File: config.mk
export PLATFORM = sky130hd
export DESIGN_NAME = imp_input_mapping
export DESIGN_NICKNAME = d
export VERILOG_FILES = /design/src/design/imp_input_mapping.v
export VERILOG_INCLUDE_DIRS = /design/src /design/src/design
export SDC_FILE = /design/constraint.sdc
export NUM_CORES = 1
export LEC_CHECK = 0
export ABC_AREA = 1
export BUFFER_PORTS_ARGS = -buffer_cell sky130_fd_sc_hd__buf_2
export CORE_ASPECT_RATIO = 2
export CORE_MARGIN = 2
export CORE_UTILIZATION = 49
export DETAILED_ROUTE_END_ITERATION = 10
export PLACE_DENSITY = 0.85
export SYNTH_ARGS = -nofsm -noshare
export SYNTH_HDL_FRONTEND = slang
export SYNTH_SLANG_ARGS = --single-unit
File: constraint.sdc
create_clock -name clk -period 2.35 [get_ports clk]
set_input_delay 0.47 -clock clk [delete_from_list [all_inputs] [get_ports clk]]
set_output_delay 0.47 -clock clk [all_outputs]
set_load 0.02 [all_outputs]
File: src/design/imp_consts.vh
// Functional notes
// RULE1 - after reset input a drives channel 2, input b drives channel 3
// RULE2 - software remaps each input's channels; input a map wins on overlap
// RULE3 - channel request is OR of spi bit, mapped pwm and mapped inputs; code adds spi and pwm only in active mode
// RULE4 - both parallel input levels are readable in the pin status word
// RULE5 - pin status keeps updating in limp-home mode
// RULE6 - idle low with any input high enters limp-home mode
// RULE7 - idle low with both inputs low enters sleep mode
// RULE8 - host holds idle level at least the longest idle filter time
// RULE9 - sleep entry returns all software registers to defaults
// RULE10 - sleep drops undervoltage monitor enables on io and battery supply
// RULE11 - sleep keeps serial output high impedance and ignores spi transfers
// RULE12 - unmasked low reset pin holds internal reset, outputs off, defaults
// RULE13 - reset pin ignored until software sets its unmask bit
// RULE14 - unmasked high kill pin forces every channel off
// RULE15 - kill pin low lets channels follow normal requests
// RULE16 - kill pin masked until software sets its unmask bit
// RULE17 - kill pin level is readable in the pin status word
// RULE18 - unmask bits set on large package, kept zero on small package
// RULE19 - active to sleep only when no channel is switched on
// RULE20 - any register reset, sleep included, re-masks both pins
`ifndef IMP_CONSTS_VH
`define IMP_CONSTS_VH
`define IMP_MAP_A_RST 8'h04
`define IMP_MAP_B_RST 8'h08
`define IMP_SPI_CMD_RST 8'h00
`define IMP_UNMASK_RST 1'b0
`define IMP_ST_SLEEP 2'h0
`define IMP_ST_IDLE 2'h1
`define IMP_ST_ACTIVE 2'h2
`define IMP_ST_LIMP 2'h3
`define IMP_STAT_IN_A 0
`define IMP_STAT_IN_B 1
`define IMP_STAT_KILL 2
`define IMP_STAT_W 3
`endif

File: src/design/imp_input_mapping.v
`include "imp_consts.vh"
`default_nettype none
module imp_input_mapping #(
    parameter CH = 8
) (
    input wire clk,
    input wire nrst,
    input wire parallelCmdInA,
    input wire parallelCmdInB,
    input wire idlePin,
    input wire externalResetN,
    input wire channelKillPin,
    input wire chipSelectN,
    input wire cfgWrEn,
    input wire [CH-1:0] cfgInputAChannelMap,
    input wire [CH-1:0] cfgInputBChannelMap,
    input wire [CH-1:0] cfgSpiCmd,
    input wire cfgKillPinUnmask,
    input wire cfgResetPinUnmask,
    input wire [CH-1:0] pwmMapped,
    output reg [CH-1:0] channelOn,
    output reg [`IMP_STAT_W-1:0] pinStatusWord,
    output reg [1:0] modeState,
    output reg uvMonEnable,
    output reg serialOutEnable,
    output reg spiAccept,
    output reg [CH-1:0] inputAChannelMap,
    output reg [CH-1:0] inputBChannelMap,
    output reg killPinUnmask,
    output reg resetPinUnmask
);
    // reset release through two flops
    reg rstSync1_q;
    reg rstSync2_q;
    always @(posedge clk or negedge nrst) begin
        if (!nrst) begin
            rstSync1_q <= 1'b0;
            rstSync2_q <= 1'b0;
        end else begin
            rstSync1_q <= 1'b1;
            rstSync2_q <= rstSync1_q;
        end
    end
    wire rstN = rstSync2_q;

    // pins are asynchronous: two flops before use
    reg [4:0] pinMeta_q;
    reg [4:0] pinSync_q;
    always @(posedge clk or negedge rstN) begin
        if (!rstN) begin
            pinMeta_q <= 5'h00;
            pinSync_q <= 5'h00;
        end else begin
            pinMeta_q <= {chipSelectN, channelKillPin, externalResetN,
                idlePin, parallelCmdInB};
            pinSync_q <= pinMeta_q;
        end
    end
    reg inAMeta_q;
    reg inASync_q;
    always @(posedge clk or negedge rstN) begin
        if (!rstN) begin
            inAMeta_q <= 1'b0;
            inASync_q <= 1'b0;
        end else begin
            inAMeta_q <= parallelCmdInA;
            inASync_q <= inAMeta_q;
        end
    end
    wire inA = inASync_q;
    wire inB = pinSync_q[0];
    wire idleLvl = pinSync_q[1];
    wire extRstN = pinSync_q[2];
    wire killLvl = pinSync_q[3];
    wire csN = pinSync_q[4];

    // register reset: sleep or unmasked external reset low
    wire sleepNow = (modeState == `IMP_ST_SLEEP);
    wire extRstHold = resetPinUnmask & ~extRstN; // [RULE12]
    wire regClear = sleepNow | extRstHold; // [RULE9] [RULE12]

    // software settings; writes refused in sleep
    reg [CH-1:0] spiCmd_q;
    always @(posedge clk or negedge rstN) begin
        if (!rstN) begin
            inputAChannelMap <= `IMP_MAP_A_RST; // [RULE1]
            inputBChannelMap <= `IMP_MAP_B_RST; // [RULE1]
            spiCmd_q <= `IMP_SPI_CMD_RST;
            killPinUnmask <= `IMP_UNMASK_RST; // [RULE16]
            resetPinUnmask <= `IMP_UNMASK_RST; // [RULE13]
        end else if (regClear) begin
            inputAChannelMap <= `IMP_MAP_A_RST; // [RULE9]
            inputBChannelMap <= `IMP_MAP_B_RST;
            spiCmd_q <= `IMP_SPI_CMD_RST;
            killPinUnmask <= `IMP_UNMASK_RST; // [RULE20]
            resetPinUnmask <= `IMP_UNMASK_RST; // [RULE20]
        end else if (cfgWrEn) begin
            inputAChannelMap <= cfgInputAChannelMap; // [RULE2]
            inputBChannelMap <= cfgInputBChannelMap; // [RULE2]
            spiCmd_q <= cfgSpiCmd;
            killPinUnmask <= cfgKillPinUnmask; // [RULE16]
            resetPinUnmask <= cfgResetPinUnmask; // [RULE13]
        end
    end

    // mode decode shared by the request gating and the sleep-side outputs
    function isAwake;
        input [1:0] mode;
        begin
            isAwake = (mode != `IMP_ST_SLEEP);
        end
    endfunction

    function isActive;
        input [1:0] mode;
        begin
            isActive = (mode == `IMP_ST_ACTIVE);
        end
    endfunction

    // input a claims first; b only reaches channels a has not mapped
    wire [CH-1:0] mapB = inputBChannelMap & ~inputAChannelMap; // [RULE2]
    wire activeNow = isActive(modeState);
    wire [CH-1:0] req;
    wire [CH-1:0] wakeReq;

    // per-channel request; spi and pwm drive only in active mode
    genvar ch;
    generate
        for (ch = 0; ch < CH; ch = ch + 1) begin : gChan
            wire fromA = inA & inputAChannelMap[ch];
            wire fromB = inB & mapB[ch]; // [RULE2]
            wire fromSpi = spiCmd_q[ch];
            wire fromPwm = pwmMapped[ch];
            assign req[ch] = fromA | fromB
                | (activeNow & (fromSpi | fromPwm)); // [RULE3]
            // any source may wake idle, else spi could never reach active
            assign wakeReq[ch] = fromA | fromB | fromSpi | fromPwm;
        end
    endgenerate

    wire killForce = killPinUnmask & killLvl; // [RULE14]

    // channel drive
    always @(posedge clk or negedge rstN) begin
        if (!rstN) begin
            channelOn <= {CH{1'b0}};
        end else if (killForce | extRstHold | sleepNow) begin
            channelOn <= {CH{1'b0}}; // [RULE14] [RULE12]
        end else begin
            channelOn <= req; // [RULE15]
        end
    end

    // status follows pins in every mode, limp-home included
    always @(posedge clk or negedge rstN) begin
        if (!rstN) begin
            pinStatusWord <= {`IMP_STAT_W{1'b0}};
        end else begin
            pinStatusWord[`IMP_STAT_IN_A] <= inA; // [RULE4] [RULE5]
            pinStatusWord[`IMP_STAT_IN_B] <= inB; // [RULE4]
            pinStatusWord[`IMP_STAT_KILL] <= killLvl; // [RULE17]
        end
    end

    // mode machine; idle is assumed held past its filter time
    reg [1:0] mode_d;
    always @* begin
        mode_d = modeState;
        case (modeState)
            `IMP_ST_SLEEP: begin
                if (idleLvl)
                    mode_d = `IMP_ST_IDLE;
                else if (inA | inB)
                    mode_d = `IMP_ST_LIMP; // [RULE6] [RULE8]
            end
            `IMP_ST_IDLE: begin
                if (!idleLvl)
                    mode_d = (inA | inB) ? `IMP_ST_LIMP : `IMP_ST_SLEEP;
                else if (|wakeReq)
                    mode_d = `IMP_ST_ACTIVE;
            end
            `IMP_ST_ACTIVE: begin
                if (!idleLvl && (inA | inB))
                    mode_d = `IMP_ST_LIMP; // [RULE6]
                else if (!idleLvl && !(|channelOn))
                    mode_d = `IMP_ST_SLEEP; // [RULE7] [RULE19]
            end
            `IMP_ST_LIMP: begin
                if (idleLvl)
                    mode_d = `IMP_ST_ACTIVE;
                else if (!(inA | inB))
                    mode_d = `IMP_ST_SLEEP; // [RULE7]
            end
            default: mode_d = `IMP_ST_SLEEP;
        endcase
    end

    always @(posedge clk or negedge rstN) begin
        if (!rstN)
            modeState <= `IMP_ST_SLEEP;
        else
            modeState <= mode_d;
    end

    // sleep-side outputs; spi refused and output floated while asleep
    always @(posedge clk or negedge rstN) begin
        if (!rstN) begin
            uvMonEnable <= 1'b0;
            serialOutEnable <= 1'b0;
            spiAccept <= 1'b0;
        end else begin
            uvMonEnable <= isAwake(mode_d); // [RULE10]
            spiAccept <= isAwake(mode_d); // [RULE11]
            serialOutEnable <= isAwake(mode_d) & ~csN; // [RULE11]
        end
    end
endmodule // imp_input_mapping
`default_nettype wire

==> impl_metrics.csv <==
group,metric,value,unit
setup_path,critPathCaptureType,"register",
routing,wl,5250,um
setup_path,cp.arrival,2.06,ns
cts,clk_pin_slew,0.09,ns
timing,fin_setup_tns,0,ns
setup_path,crit_type,"register to register",
final_layout,synthToLayoutAreaGrowth,24.3,%
final_layout,antenna_cells,0,
yosys,synthSimpleGateAreaFrac,18.6,%
yosys,syn_nets,290,
floorplan,io_pins,77,
power_and_ir_drop,power_density,883,nW/um2
yosys,synthTopCellsByArea,"dfrtp_1 59%, nand2_1 6.8%, inv_1 6.0%",
yosys,synthAdderAreaFrac,0,%
timing,max_slew.worst_pin.slew,0.711,ns
yosys,synth-seq-area-share,61.1,%
cts,cts_resized,0,
global_routing,grt_pass1_vias,1865,
cts,insertion_delay,0.30,ns
floorplan,core,4510,um2
status,outcome,"complete, no violations",
final_layout,ff_latch_area,1380,um2
cts,cts_root_buffer,"clkbuf_8",
yosys,ys_seq_elements,55,
floorplan,row_count,35,
power_and_ir_drop,p_total,2480,uW
floorplan,initial_core_util,50.0,%
timing,timing.slew.headroom,52.6,%
power_and_ir_drop,peakVddDrop,0.000709,V
yosys,yosys.area.top_type,"dfrtp_1",
yosys,synth_cells,247,
timing,rsz0062_at_grt,"false",
final_layout,drive_gt1_share,29.8,%
floorplan,dieArea,5200,um2
setup_path,crit_fanout,25,
power_and_ir_drop,leakagePower,0.00147,uW
yosys,synthMuxAreaShare,0,%
routing,wl_per_cell,13.8,um
timing,setup_violations,0,
placed_design,post_dp_cell_area,2660,um2
placed_design,globalplace.congestion,0.965,
final_layout,fin_area,2810,um2
final_layout,multi_input_area,672,um2
setup_path,start_kind,"register",
worst_hold_path,min_path_type,"register to async pin",
cts,cts.htree.levels,2,
job,max_cap_violations,0,
cts,tritoncts,"done",
timing,fmax,544,MHz
global_routing,grt_max_degree,53,
routing,drt_iter0_drc,57,
final_layout,nNetsFinal,367,
timing,drv_slew,0,
routing,routed_via_density,5.18,
global_routing,grt_pass1_wl,8540,um
yosys,synth_area,2260,um2
routing,drt_first_pass_iters,5,
cts,clock_path_buffers,2,
floorplan,die_y,100,um
final_layout,num-fill-cells,384,
yosys,avgSynthCellArea,9.13,um2
timing,fin_crit_sh,78.2,%
routing,vias,1967,
timing,hold_viol_final,0,
yosys,ys_warn_count,0,
yosys,synthDistinctLibCells,22,
placed_design,dp_hpwl,3970,um
yosys,synth_top_area_share,58.8,%
yosys,synth-xor-area-share,0,%
global_routing,grt-ovfl-total,0,
global_routing,grtUsageTotal,21.9,%
cts,cts_buffers,5,
timing,skew,0.00840,ns
yosys,synth_top_family_by_area,"simple AND/OR/NAND/NOR gates",
cts,cts_sinks,55,
setup_path,cp_data_required_time,2.57,ns
routing,remaining_drc_errors,0,
yosys,synth_compound_area_share,11.0,%
global_routing,grt_antenna_before_repair,0,
routing,antenna_left,0,
placed_design,portBuffers,76,
floorplan,die_w,52.0,um
timing,fin_crit,1.84,ns
[critical path: stages (launching register included)]
cell and delay, ns:
dfrtp_1 0.42, nor2_1 0.09, inv_2 0.06, o21ai_2 0.08, inv_1 0.53, nand2_1 0.35
a21oi_1 0.22
[final timing paths]
check,from,slack (ns),to,cells after the start
max,modeState[0],0.51,channelOn[7],6
min,rstN,0.03,pinMeta_q[2],0
max reg2reg,modeState[0],0.51,channelOn[7],6
min reg2reg,rstN,0.03,pinMeta_q[2],0
max in group asynchronous,rstN,1.53,spiCmd_q[2],1
min in group clk,idlePin,0.27,pinMeta_q[1],1
[cell usage in the layout (no fill, tap or decap)]
cell type	Yosys	routed
nand3_1	24	24
nand2_2	3	3
bufinv_16	0	2
a21oi_1	12	12
nor2_1	18	18
inv_1	36	36
dfstp_2	2	2
clkbuf_1	4	1
clkbuf_8	0	5
dfrtp_2	0	1
o21ai_2	1	1
or2_1	1	1
nor3_1	1	1
nand3_2	1	1
nand4_1	4	4
dfrtp_1	53	52
o21ai_1	10	10
inv_2	1	1
nand2_1	41	41
dlygate4sd3_1	0	1
nor2_2	2	2
buf_4	1	3
conb_1	1	1
o21ai_0	26	26
buf_2	2	76
[sequential cells by signal (all words and copies together), names as in the netlist]
name	count
channelOn	8
inAMeta_q	1
modeState	2
inputBChannelMap	8
spiAccept	1
resetPinUnmask	1
inA	1
rstN	1
pinSync_q	5
pinStatusWord	3
inputAChannelMap	8
spiCmd_q	8
killPinUnmask	1
pinMeta_q	5
rstSync1_q	1
serialOutEnable	1
[area by class of cell]
| type | count | area share, % |
|---|---|---|
| clock buffers | 6 | 2.59 |
| well taps | 55 | 2.45 |
| clock inverters | 2 | 2.14 |
| repair buffers | 80 | 14.7 |
| multi-input cells | 145 | 24.0 |
| flip-flops and latches | 55 | 49.2 |
| inverters | 37 | 4.95 |
[metrics by stage]
stage / hold WS (ns) / utilization [%] / worst slack (ns) / std cells
floorplan: 0.174 / - / 0.709 / 247
global placement: 0.0220 / 59.0 / 0.651 / 371
detailed placement: 0.0274 / 59.0 / 0.503 / 371
CTS: 0.0359 / 62.2 / 0.488 / 380
global route: 0.0391 / 62.2 / 0.293 / 380
finish: 0.0332 / 62.2 / 0.513 / 380
[power breakdown]
group | switching (uW) | leakage (uW) | internal [uW]
Sequential | 85.2 | 0.000662 | 1080
Combinational | 399 | 0.000738 | 196
Clock | 291 | 0.0000654 | 426
Total | 775 | 0.00147 | 1700
[metal layers]
metal,vias up,wire length [um],share of wire (%),GRT usage (%)
met2,103,2580,49,34.4
met5,-,0,0,0
met3,8,398,7.6,4.02
met1,923,2190,42,30.6
met4,0,85,1.6,7.49
li1,933,-,-,-
[logic make-up after synthesis]
| group | after synthesis |
|---|---|
| simple gates | 95 |
| compound gates | 49 |
| buf+inv | 47 |
| other cells | 1 |
| flops | 55 |
[Yosys cell counts]
master,n
a21oi_1,12
buf_6,3
or2_1,1
dfrtp_1,53
dfstp_2,2
nand4_1,4
inv_1,36
o21ai_0,26
buf_4,1
nor2_1,18
buf_2,2
conb_1,1
nand2_1,41
inv_2,1
nor2_2,2
o21ai_2,1
nand3_1,24
o21ai_1,10
nand2_2,3
clkbuf_1,4
nor3_1,1
nand3_2,1
[timing repair]
item	in CTS	in global routing
setup buffers	0	0
hold buffers	1	0
hold endpoints to repair	2	0
No activity file was read; power rests on OpenSTA's default activity.
